<file path="config.mk">
export PLATFORM = sky130hd
export DESIGN_NAME = rps_sampler
export DESIGN_NICKNAME = d
export VERILOG_FILES = /design/src/core/rps_pkg.sv /design/src/core/rps_sync.sv /design/src/core/rps_prescaler.sv /design/src/core/rps_sampler.sv
export VERILOG_INCLUDE_DIRS = /design/src /design/src/core
export SDC_FILE = /design/constraint.sdc
export NUM_CORES = 1
export LEC_CHECK = 0
export ABC_AREA = 1
export BUFFER_PORTS_ARGS = -buffer_cell sky130_fd_sc_hd__buf_2
export CORE_UTILIZATION = 52
export CTS_CLUSTER_SIZE = 20
export DETAILED_ROUTE_END_ITERATION = 6
export GPL_TIMING_DRIVEN = 0
export PLACE_DENSITY_LB_ADDON = 0.15
export SETUP_SLACK_MARGIN = 0.1
export SLEW_MARGIN = 10
export SYNTH_ARGS = -nofsm -noshare
export SYNTH_HDL_FRONTEND = slang
export SYNTH_SLANG_ARGS = --single-unit
</file>
<file path="constraint.sdc">
create_clock -name aclk -period 1.88 [get_ports aclk]
set_input_delay 0.094 -clock aclk [delete_from_list [all_inputs] [get_ports aclk]]
set_output_delay 0.094 -clock aclk [all_outputs]
set_load 0.02 [all_outputs]
</file>
<file path="src/core/rps_defs.svh">
/*
  Constants of the rotor position sampler: register byte addresses, field
  positions, reset values and sizes.
  Assumes it is included by its bare name from the package and design files.
*/
`ifndef RPS_DEFS_SVH
`define RPS_DEFS_SVH

// ---------------------------------------------------------------------------
// register byte addresses
// ---------------------------------------------------------------------------
`define RPS_ADDR_CONTROL     8'h00
`define RPS_ADDR_CONFIG      8'h04
`define RPS_ADDR_PATTERN     8'h08
`define RPS_ADDR_STATUS      8'h0C
`define RPS_ADDR_IRQ_STATUS  8'h10
`define RPS_ADDR_IRQ_ENABLE  8'h14
`define RPS_ADDR_IRQ_CLEAR   8'h18
`define RPS_ADDR_PIN_DIR     8'h1C

// ---------------------------------------------------------------------------
// control register fields
// ---------------------------------------------------------------------------
`define RPS_CTL_SOFT_STOP    7
`define RPS_CTL_SOFT_START   6
`define RPS_CTL_TSTOP_EN     5
`define RPS_CTL_TSTART_EN    4
`define RPS_CTL_SINGLE_PIN   3
`define RPS_CTL_RECOUNT      2
`define RPS_CTL_DETECT_MODE  1

// ---------------------------------------------------------------------------
// config register fields
// ---------------------------------------------------------------------------
`define RPS_CFG_PERIOD_HI    7
`define RPS_CFG_PERIOD_LO    6
`define RPS_CFG_MODE_HI      5
`define RPS_CFG_MODE_LO      4
`define RPS_CFG_COUNT_HI     3
`define RPS_CFG_COUNT_LO     0

// ---------------------------------------------------------------------------
// status register fields
// ---------------------------------------------------------------------------
`define RPS_STS_ACTIVE       3
`define RPS_STS_REF_HI       2
`define RPS_STS_REF_LO       0

// ---------------------------------------------------------------------------
// reset values and sizes
// ---------------------------------------------------------------------------
`define RPS_CONFIG_RESET     8'h00
`define RPS_CONTROL_RESET    8'h00
`define RPS_PRESCALE_BITS    5
`define RPS_AXI_RESP_OKAY    2'h0
`define RPS_AXI_RESP_SLVERR  2'h2

`endif

</file>
<file path="src/core/rps_pkg.sv">
/*
  Types of the rotor position sampler.
  Assumes rps_defs.svh is on the include path.
*/
`include "rps_defs.svh"

package rps_pkg;

  typedef enum logic [1:0] {
    RPS_SAMPLE_PWM_ON,
    RPS_SAMPLE_ALWAYS,
    RPS_SAMPLE_LOW_SIDE,
    RPS_SAMPLE_RESERVED
  } rps_mode_t;

  typedef enum logic [1:0] {
    RPS_IDLE,
    RPS_RUN,
    RPS_STOPPING
  } rps_state_t;

endpackage : rps_pkg

</file>
<file path="src/core/rps_sync.sv">
/*
  Two flip-flop synchroniser for a vector of pin levels.
  Assumes pins are asynchronous to aclk; the first stage feeds only the second.
*/
`timescale 1ns/1ps
`default_nettype none

module rps_sync #(
  parameter int WIDTH = 3
) (
  input  wire logic             aclk,
  input  wire logic             aresetn,
  input  wire logic [WIDTH-1:0] async_in,
  output var  logic [WIDTH-1:0] sync_out
);

  logic [WIDTH-1:0] stage1;

  always_ff @(posedge aclk) begin
    if (!aresetn) begin
      stage1   <= '0;
      sync_out <= '0;
    end else begin
      stage1   <= async_in;
      sync_out <= stage1;
    end
  end

endmodule : rps_sync

`default_nettype wire

</file>
<file path="src/core/rps_prescaler.sv">
/*
  Free running prescaler giving one-cycle ticks at aclk/4, /8, /16 or /32.
  Assumes select comes from a register on the same clock.
*/
`timescale 1ns/1ps
`default_nettype none
`include "rps_defs.svh"

module rps_prescaler (
  input  wire logic       aclk,
  input  wire logic       aresetn,
  input  wire logic [1:0] period_select,
  output logic            tick
);

  logic [`RPS_PRESCALE_BITS-1:0] count;
  logic [`RPS_PRESCALE_BITS-1:0] mask;

  always_ff @(posedge aclk) begin
    if (!aresetn) begin
      count <= '0;
    end else begin
      count <= count + 5'h01;
    end
  end

  // period is 2^(select+2) cycles
  always_comb begin
    case (period_select)
      2'h0:    mask = 5'h03;
      2'h1:    mask = 5'h07;
      2'h2:    mask = 5'h0F;
      default: mask = 5'h1F;
    endcase
  end

  assign tick = ((count & mask) == mask);

endmodule : rps_prescaler

`default_nettype wire

</file>
<file path="src/core/rps_sampler.sv">
/*
  Rotor position sampler with AXI4-Lite registers: counts consecutive pin
  matches (or departures) per sample tick and raises detection and irq.
  Assumes phase, PWM, low-side and timer trigger inputs are asynchronous.
*/
// Added by the designer: the placing of the registers and the AXI4-Lite slave port.
`timescale 1ns/1ps
`default_nettype none
`include "rps_defs.svh"

module rps_sampler (
  input  wire logic        aclk,
  input  wire logic        aresetn,
  input  wire logic [7:0]  s_axi_awaddr,
  input  wire logic        s_axi_awvalid,
  output logic             s_axi_awready,
  input  wire logic [31:0] s_axi_wdata,
  input  wire logic [3:0]  s_axi_wstrb,
  input  wire logic        s_axi_wvalid,
  output logic             s_axi_wready,
  output logic [1:0]       s_axi_bresp,
  output logic             s_axi_bvalid,
  input  wire logic        s_axi_bready,
  input  wire logic [7:0]  s_axi_araddr,
  input  wire logic        s_axi_arvalid,
  output logic             s_axi_arready,
  output logic [31:0]      s_axi_rdata,
  output logic [1:0]       s_axi_rresp,
  output logic             s_axi_rvalid,
  input  wire logic        s_axi_rready,
  input  wire logic        phase_u_position_in,
  input  wire logic        phase_v_position_in,
  input  wire logic        phase_w_position_in,
  input  wire logic        pwm_on_in,
  input  wire logic        low_side_on_in,
  input  wire logic        timer_start_trigger,
  input  wire logic        timer_stop_trigger,
  output logic             position_detect,
  output logic             irq
);

  // -------------------------------------------------------------------------
  // pin synchronisers
  // -------------------------------------------------------------------------
  logic [6:0] pins_sync;
  rps_sync #(.WIDTH(7)) u_sync (
    .aclk     (aclk),
    .aresetn  (aresetn),
    .async_in ({timer_stop_trigger, timer_start_trigger, low_side_on_in, pwm_on_in,
                phase_w_position_in, phase_v_position_in, phase_u_position_in}),
    .sync_out (pins_sync)
  );
  logic [2:0] phase_level;
  logic       pwm_on;
  logic       low_side_on;
  logic       tstart_lvl;
  logic       tstop_lvl;
  logic       tstart_prev;
  logic       tstop_prev;
  logic       pwm_prev;
  assign phase_level = pins_sync[2:0];
  assign pwm_on      = pins_sync[3];
  assign low_side_on = pins_sync[4];
  assign tstart_lvl  = pins_sync[5];
  assign tstop_lvl   = pins_sync[6];
  always_ff @(posedge aclk) begin
    if (!aresetn) begin
      tstart_prev <= 1'b0;
      tstop_prev  <= 1'b0;
      pwm_prev    <= 1'b0;
    end else begin
      tstart_prev <= tstart_lvl;
      tstop_prev  <= tstop_lvl;
      pwm_prev    <= pwm_on;
    end
  end

  // -------------------------------------------------------------------------
  // registers
  // -------------------------------------------------------------------------
  logic [7:0] config_reg;
  logic [7:0] control_reg;
  logic [2:0] motor_output_pattern;
  logic [2:0] pin_is_output;
  logic       irq_status;
  logic       irq_enable;
  logic        wr_fire;
  logic [7:0]  wr_addr;
  logic [31:0] wr_data;
  logic        soft_start_pulse;
  logic        soft_stop_pulse;
  logic        irq_clear_pulse;
  rps_pkg::rps_mode_t sample_mode_select;
  logic [1:0]         sample_period_select;
  logic [3:0]         match_count_target;
  assign sample_period_select = config_reg[`RPS_CFG_PERIOD_HI:`RPS_CFG_PERIOD_LO];
  assign sample_mode_select   = rps_pkg::rps_mode_t'(config_reg[`RPS_CFG_MODE_HI:`RPS_CFG_MODE_LO]);
  assign match_count_target   = config_reg[`RPS_CFG_COUNT_HI:`RPS_CFG_COUNT_LO];
  logic timer_stop_enable;
  logic timer_start_enable;
  logic single_pin_select;
  logic recount_per_pwm;
  logic detect_mode_select;
  assign timer_stop_enable  = control_reg[`RPS_CTL_TSTOP_EN];
  assign timer_start_enable = control_reg[`RPS_CTL_TSTART_EN];
  assign single_pin_select  = control_reg[`RPS_CTL_SINGLE_PIN];
  assign recount_per_pwm    = control_reg[`RPS_CTL_RECOUNT];
  assign detect_mode_select = control_reg[`RPS_CTL_DETECT_MODE];

  // -------------------------------------------------------------------------
  // axi4-lite write channel
  // -------------------------------------------------------------------------
  logic aw_held;
  logic w_held;
  assign s_axi_awready = !aw_held && !s_axi_bvalid;
  assign s_axi_wready  = !w_held && !s_axi_bvalid;
  assign wr_fire       = aw_held && w_held && !s_axi_bvalid;

  always_ff @(posedge aclk) begin
    if (!aresetn) begin
      aw_held      <= 1'b0;
      w_held       <= 1'b0;
      wr_addr      <= 8'h00;
      wr_data      <= 32'h0000_0000;
      s_axi_bvalid <= 1'b0;
      s_axi_bresp  <= `RPS_AXI_RESP_OKAY;
    end else begin
      if (s_axi_awvalid && s_axi_awready) begin
        aw_held <= 1'b1;
        wr_addr <= s_axi_awaddr;
      end
      if (s_axi_wvalid && s_axi_wready) begin
        w_held  <= 1'b1;
        wr_data <= s_axi_wstrb[0] ? s_axi_wdata : 32'h0000_0000;
      end
      if (wr_fire) begin
        aw_held      <= 1'b0;
        w_held       <= 1'b0;
        s_axi_bvalid <= 1'b1;
        s_axi_bresp  <= (wr_addr[7:5] == 3'h0 && wr_addr[1:0] == 2'h0 && wr_addr != `RPS_ADDR_STATUS
                         && wr_addr != `RPS_ADDR_IRQ_STATUS) ? `RPS_AXI_RESP_OKAY : `RPS_AXI_RESP_SLVERR;
      end else if (s_axi_bready) begin
        s_axi_bvalid <= 1'b0;
      end
    end
  end

  // start and stop bits act on the write and are never stored
  assign soft_start_pulse = wr_fire && wr_addr == `RPS_ADDR_CONTROL && wr_data[`RPS_CTL_SOFT_START];
  assign soft_stop_pulse  = wr_fire && wr_addr == `RPS_ADDR_CONTROL && wr_data[`RPS_CTL_SOFT_STOP];
  assign irq_clear_pulse  = wr_fire && wr_addr == `RPS_ADDR_IRQ_CLEAR && wr_data[0];

  always_ff @(posedge aclk) begin
    if (!aresetn) begin
      config_reg           <= `RPS_CONFIG_RESET;
      control_reg          <= `RPS_CONTROL_RESET;
      motor_output_pattern <= 3'h0;
      pin_is_output        <= 3'h0;
      irq_enable           <= 1'b0;
    end else if (wr_fire) begin
      case (wr_addr)
        `RPS_ADDR_CONFIG:     config_reg           <= wr_data[7:0];
        `RPS_ADDR_CONTROL:    control_reg          <= {2'h0, wr_data[5:1], 1'b0};
        `RPS_ADDR_PATTERN:    motor_output_pattern <= wr_data[2:0];
        `RPS_ADDR_PIN_DIR:    pin_is_output        <= wr_data[2:0];
        `RPS_ADDR_IRQ_ENABLE: irq_enable           <= wr_data[0];
        default: ;
      endcase
    end
  end

  // -------------------------------------------------------------------------
  // sampling control
  // -------------------------------------------------------------------------
  rps_pkg::rps_state_t state;
  logic       tick;
  logic       window_open;
  logic [2:0] seen;
  logic [2:0] reference;
  logic [2:0] expect_mask;
  logic       hit;
  logic [3:0] run_count;
  logic [3:0] need;
  logic       detect_now;
  logic       start_req;
  logic       stop_req;
  rps_prescaler u_prescaler (
    .aclk          (aclk),
    .aresetn       (aresetn),
    .period_select (sample_period_select),
    .tick          (tick)
  );
  assign seen        = phase_level & ~pin_is_output;
  assign expect_mask = single_pin_select ? 3'h1 : 3'h7;
  assign need        = (match_count_target == 4'h0) ? 4'h1 : match_count_target;
  assign start_req   = soft_start_pulse || (timer_start_enable && tstart_lvl && !tstart_prev);
  assign stop_req    = soft_stop_pulse || (timer_stop_enable && tstop_lvl && !tstop_prev);

  always_comb begin
    case (sample_mode_select)
      rps_pkg::RPS_SAMPLE_PWM_ON:   window_open = pwm_on;
      rps_pkg::RPS_SAMPLE_ALWAYS:   window_open = 1'b1;
      rps_pkg::RPS_SAMPLE_LOW_SIDE: window_open = low_side_on;
      default:                      window_open = 1'b0;
    endcase
  end

  // ordinary mode wants a match with the pattern, change mode a departure from the reference caught at start
  always_comb begin
    if (detect_mode_select) begin
      hit = ((seen ^ reference) & expect_mask) != 3'h0;
    end else begin
      hit = ((seen ^ motor_output_pattern) & expect_mask) == 3'h0;
    end
  end

  logic sampling;
  logic do_sample;
  assign sampling   = state != rps_pkg::RPS_IDLE;
  assign do_sample  = sampling && tick && window_open;
  assign detect_now = do_sample && hit && (run_count + 4'h1 >= need);

  always_ff @(posedge aclk) begin
    if (!aresetn) begin
      state     <= rps_pkg::RPS_IDLE;
      reference <= 3'h0;
    end else begin
      case (state)
        rps_pkg::RPS_IDLE: begin
          if (start_req) begin
            state     <= rps_pkg::RPS_RUN;
            reference <= seen;
          end
        end
        rps_pkg::RPS_RUN: begin
          if (stop_req && !detect_now) begin
            state <= rps_pkg::RPS_STOPPING;
          end else if (stop_req && detect_now) begin
            state <= rps_pkg::RPS_IDLE;
          end
        end
        rps_pkg::RPS_STOPPING: begin
          if (detect_now) begin
            state <= rps_pkg::RPS_IDLE;
          end
        end
        default: state <= rps_pkg::RPS_IDLE;
      endcase
    end
  end

  // limitation: a reserved mode code freezes counting, never detects
  always_ff @(posedge aclk) begin
    if (!aresetn) begin
      run_count <= 4'h0;
    end else if (!sampling || detect_now) begin
      run_count <= 4'h0;
    end else if (sample_mode_select == rps_pkg::RPS_SAMPLE_PWM_ON && recount_per_pwm
                 && pwm_prev && !pwm_on) begin
      run_count <= 4'h0;
    end else if (do_sample) begin
      run_count <= hit ? run_count + 4'h1 : 4'h0;
    end
  end

  always_ff @(posedge aclk) begin
    if (!aresetn) begin
      position_detect <= 1'b0;
    end else begin
      position_detect <= detect_now;
    end
  end

  // -------------------------------------------------------------------------
  // interrupt: set wins over clear
  // -------------------------------------------------------------------------
  always_ff @(posedge aclk) begin
    if (!aresetn) begin
      irq_status <= 1'b0;
    end else if (detect_now) begin
      irq_status <= 1'b1;
    end else if (irq_clear_pulse) begin
      irq_status <= 1'b0;
    end
  end

  assign irq = irq_status && irq_enable;

  // -------------------------------------------------------------------------
  // axi4-lite read channel
  // -------------------------------------------------------------------------
  assign s_axi_arready = !s_axi_rvalid;

  always_ff @(posedge aclk) begin
    if (!aresetn) begin
      s_axi_rvalid <= 1'b0;
      s_axi_rdata  <= 32'h0000_0000;
      s_axi_rresp  <= `RPS_AXI_RESP_OKAY;
    end else if (s_axi_arvalid && s_axi_arready) begin
      s_axi_rvalid <= 1'b1;
      s_axi_rresp  <= `RPS_AXI_RESP_OKAY;
      case (s_axi_araddr)
        `RPS_ADDR_CONTROL:    s_axi_rdata <= {24'h00_0000, control_reg};
        `RPS_ADDR_CONFIG:     s_axi_rdata <= {24'h00_0000, config_reg};
        `RPS_ADDR_PATTERN:    s_axi_rdata <= {29'h0000_0000, motor_output_pattern};
        `RPS_ADDR_STATUS:     s_axi_rdata <= {28'h000_0000, sampling, reference};
        `RPS_ADDR_IRQ_STATUS: s_axi_rdata <= {31'h0000_0000, irq_status};
        `RPS_ADDR_IRQ_ENABLE: s_axi_rdata <= {31'h0000_0000, irq_enable};
        `RPS_ADDR_IRQ_CLEAR:  s_axi_rdata <= 32'h0000_0000;
        `RPS_ADDR_PIN_DIR:    s_axi_rdata <= {29'h0000_0000, pin_is_output};
        default: begin
          s_axi_rdata <= 32'h0000_0000;
          s_axi_rresp <= `RPS_AXI_RESP_SLVERR;
        end
      endcase
    end else if (s_axi_rready) begin
      s_axi_rvalid <= 1'b0;
    end
  end

  // -------------------------------------------------------------------------
  // checks
  // -------------------------------------------------------------------------
  detect_pulse_a: assert property (@(posedge aclk) disable iff (!aresetn)
    detect_now |=> position_detect) else $error("detection pulse missing");
  detect_tick_a: assert property (@(posedge aclk) disable iff (!aresetn)
    detect_now |-> tick && window_open && sampling) else $error("detect off tick");
  irq_set_a: assert property (@(posedge aclk) disable iff (!aresetn)
    detect_now |=> irq_status) else $error("status not set");
  stop_after_a: assert property (@(posedge aclk) disable iff (!aresetn)
    state == rps_pkg::RPS_STOPPING && detect_now |=> state == rps_pkg::RPS_IDLE)
    else $error("stop not taken");
  soft_start_a: assert property (@(posedge aclk) disable iff (!aresetn)
    state == rps_pkg::RPS_IDLE && soft_start_pulse |=> sampling) else $error("start ignored");
  recount_a: assert property (@(posedge aclk) disable iff (!aresetn)
    sampling && !detect_now && sample_mode_select == rps_pkg::RPS_SAMPLE_PWM_ON && recount_per_pwm
    && $fell(pwm_on) |=> run_count == 4'h0) else $error("recount missing");
  single_pin_a: assert property (@(posedge aclk) disable iff (!aresetn)
    single_pin_select && !detect_mode_select && seen[0] == motor_output_pattern[0] |-> hit)
    else $error("v w not ignored");
  need_one_a: assert property (@(posedge aclk) disable iff (!aresetn)
    match_count_target <= 4'h1 && do_sample && hit |-> detect_now) else $error("count zero wrong");
  masked_pin_a: assert property (@(posedge aclk) disable iff (!aresetn)
    pin_is_output[0] |-> !seen[0]) else $error("output pin seen");

endmodule : rps_sampler

`default_nettype wire

</file>
==> impl_metrics.py <==
metrics = {
    "detailed_routing": {
        "wl_um": 8600,
        "wl_per_cell_um": 11.8,
        "drt_iter0_drc": 144,
        "routed_via_density": 4.83,
        "detailedRoute.firstPassIterationCount": 4,
        "antenna_left": 0,
        "num_vias": 3531,
        "post-route-drc-count": 0,
    },
    "sta": {
        "fin_skew_ns": 0.00655,
        "worst_slew_pin_slew_ns": 0.670,
        "finalHoldViolCount": 0,
        "finalCritPeriodShare": 0.937,
        "rsz0062_at_grt": "true",
        "fin_crit_ns": 1.76,
        "timing.hold.ws_ns": 0.0125,
        "setup_slack_ns": 0.118,
        "max_freq_ghz": 0.568,
        "finalMaxSlewViolations": 0,
        "slew_headroom": 0.553,
        "setup_viol": 0,
    },
    "critical_path": {
        "worstSetupStartpoint": "run_count[0]$_SDFFE_PP0N_",
        "critPathMaxStageDelay_ns": 0.37,
        "critical_path_depth": 8,
        "timing.rr.end": "irq_status$_SDFFE_PN0P_",
        "crit_buf_inv": 1,
        "cp_common_cell": "nand4_1",
        "arrival_ns": 2.04,
        "cpMaxStageDelayCell": "dfxtp_4",
        "r2r-start": "run_count[0]$_SDFFE_PP0N_",
        "crit_type": "register to register",
        "ff2ff_setup_slack_ns": 0.12,
        "cp-endpoint": "irq_status$_SDFFE_PN0P_",
        "cp_max_fo": 4,
        "endpoint_kind": "register",
        "startpoint_type": "register",
        "critPathTopFamily": "adder cells",
        "rr_worst_depth": 8,
        "path_cells": "ha_4 > xor2_1 > ha_1 > nand4_1 > nand3_1 > nand4_1 > buf_4 > a21oi_2",
        "worstPathRequired_ns": 2.16,
    },
    "synthesis": {
        "synth-compound-area-share": 0.140,
        "async_reset_ff_frac": 0,
        "muxShareOfSynthArea": 0,
        "synth.most_common_cell": "nand2_1",
        "avgSynthCellArea_um2": 7.34,
        "syn_inst": 526,
        "synth_seq_cells": 83,
        "synth_edf_count": 0,
        "synth_common_cells": "nand2_1 (112), dfxtp_1 (83), inv_1 (76)",
        "yosys.area_share.adder": 0.0194,
        "netlist_area_um2": 3860,
        "synth_top_area_share": 0.430,
        "synth_xor_area_frac": 0.00908,
        "synth_largest_area_cell": "dfxtp_1",
        "yosysWarningCount": 0,
        "yosys-top-cells-area": "dfxtp_1 (43%), nand2_1 (11%), inv_1 (7.4%)",
        "synth-simple-area-share": 0.254,
        "synth_top_family_by_area": "simple AND/OR/NAND/NOR gates",
        "yosysUniqueCellTypes": 41,
        "synth-seq-area-share": 0.430,
        "synth_flop_cell": "dfxtp_1",
    },
    "final_layout": {
        "multiInputGateArea_um2": 1770,
        "final_cell_area_um2": 4730,
        "fill_cells": 651,
        "post-route-util": 0.656,
        "regArea_um2": 1670,
        "final_nets": 699,
        "areaGrowthSynthToFinish_pct": 22.7,
        "diodes": 0,
        "layout-drive-gt1-share": 0.217,
    },
    "die": {
        "die_area_um2": 7770,
        "die_y_um": 88.2,
        "start_util": 0.535,
        "core_area_um2": 7210,
        "die_x_um": 88.2,
        "rows": 31,
        "pin_count": 109,
    },
    "placement": {
        "place_area_um2": 4340,
        "io_buffers": 53,
        "dp_hpwl_um": 6410,
        "place_congestion": 0.874,
        "pre_cts_slack_ns": -0.102,
    },
    "pwr": {
        "leakagePower_uw": 0.00225,
        "pwr_density_cell_nw_per_um2": 789,
        "vdd_drop_max_mv": 0.491,
    },
    "global_route": {
        "grt_pass1_vias": 3025,
        "grt_max_degree": 15,
        "grt-ovfl-total": 0,
        "antenna_found_initial": 0,
        "track_usage": 0.236,
        "grt_pass1_wl_um": 13900,
    },
    "clock_tree": {
        "insertion_delay_ns": 0.34,
        "cts-root-buf": "clkbuf_8",
        "clk_path_buf_depth": 2,
        "cts_num_sinks": 83,
        "cts_max_level": 3,
        "cts.clk_slew.worst_paths_ns": 0.08,
        "cts_buffers": 9,
        "cts_tree": "yes",
    },
    "run_status": {
        "outcome": "complete, no violations",
    },
    "flow_run": {
        "drv_cap": 0,
    },
    "min_path": {
        "hp-class": "input port to register",
    },
}
==> worst min-delay path by stage <==
stage,startpoint,to,slack [ns],depth (start not counted)
5_1_grt,s_axi_bready,s_axi_bvalid$_SDFFE_PN0P_,0.02,4
2_1_floorplan,phase_u_position_in,u_sync.stage1[0]$_SDFF_PN0_,0.19,2
3_3_place_gp,low_side_on_in,u_sync.stage1[4]$_SDFF_PN0_,0.27,3
4_1_cts,s_axi_awaddr[4],wr_addr[4]$_SDFFE_PN0P_,0.004,3
6_report,s_axi_awaddr[1],wr_addr[1]$_SDFFE_PN0P_,0.01,3
3_5_place_dp,phase_w_position_in,u_sync.stage1[2]$_SDFF_PN0_,0.28,3
==> cell families (layout without fill, tap and decap cells) <==
family,count (synthesis),in the layout
other,1,26
buffers and inverters,118,199
xor gates and xnor gates,4,4
DFF,83,83
AOI/OAI and AO/OA,99,99
adders and majority gates,6,6
and+or+nand+nor,215,215
==> routing by layer <==
metal  routed length [µm]  track usage  vias up
met5                    0            0        -
met4                  185        0.104        0
met3                  530       0.0349       15
met2                 3920        0.387      111
met1                 3970        0.310     1568
li1                     -            -     1837
==> worst reg2reg max path, cell delays in order (launching register included) <==
cell     delay (ns)
dfxtp_4        0.37
ha_4           0.15
xor2_1         0.16
ha_1           0.32
nand4_1        0.10
nand3_1        0.09
nand4_1        0.20
buf_4          0.22
a21oi_2        0.10
==> cell type report <==
type | instances | area share
Buffer | 40 | 0.0566
Clock buffer | 10 | 0.0291
Clock inverter | 6 | 0.0185
Inverter | 78 | 0.0618
Multi-Input combinational cell | 350 | 0.374
Sequential cell | 83 | 0.354
Tap cell | 99 | 0.0262
Timing Repair Buffer | 65 | 0.0798
==> placed cells by master, fill, tap and decap left out, types with 10 or more instances in the layout <==
cell type    n
clkbuf_8    10
a21oi_1     48
o21ai_0     32
buf_2       56
dfxtp_1     77
nand2_1    111
nor2_1      38
buf_4       29
inv_1       75
nand3_1     33
conb_1      26
==> repair_timing <==
action | 4_1_cts | 5_1_grt
pin swaps | 2 | 5
resized for setup | 5 | 10
endpoints found under the setup margin | 7 | 7
hold endpoints to repair | 9 | 0
hold buffers | 9 | 0
setup buffers | 2 | 1
==> power breakdown <==
part	internal, µW	leakage [µW]	switching (µW)
registers	1820	0.000681	39.3
clock network	787	0.000117	635
logic	167	0.00146	287
==> metrics by stage <==
stage / power [µW] / std cells / setup TNS (ns)
after CTS: 3760 / 730 / 0
after detailed placement: 2340 / 703 / -0.419
after global placement: 2330 / 703 / -0.133
after floorplan: 2220 / 551 / 0
after global routing: 3900 / 731 / 0
final: 3740 / 731 / 0
Note: power is estimated with default switching activity, not from simulation.
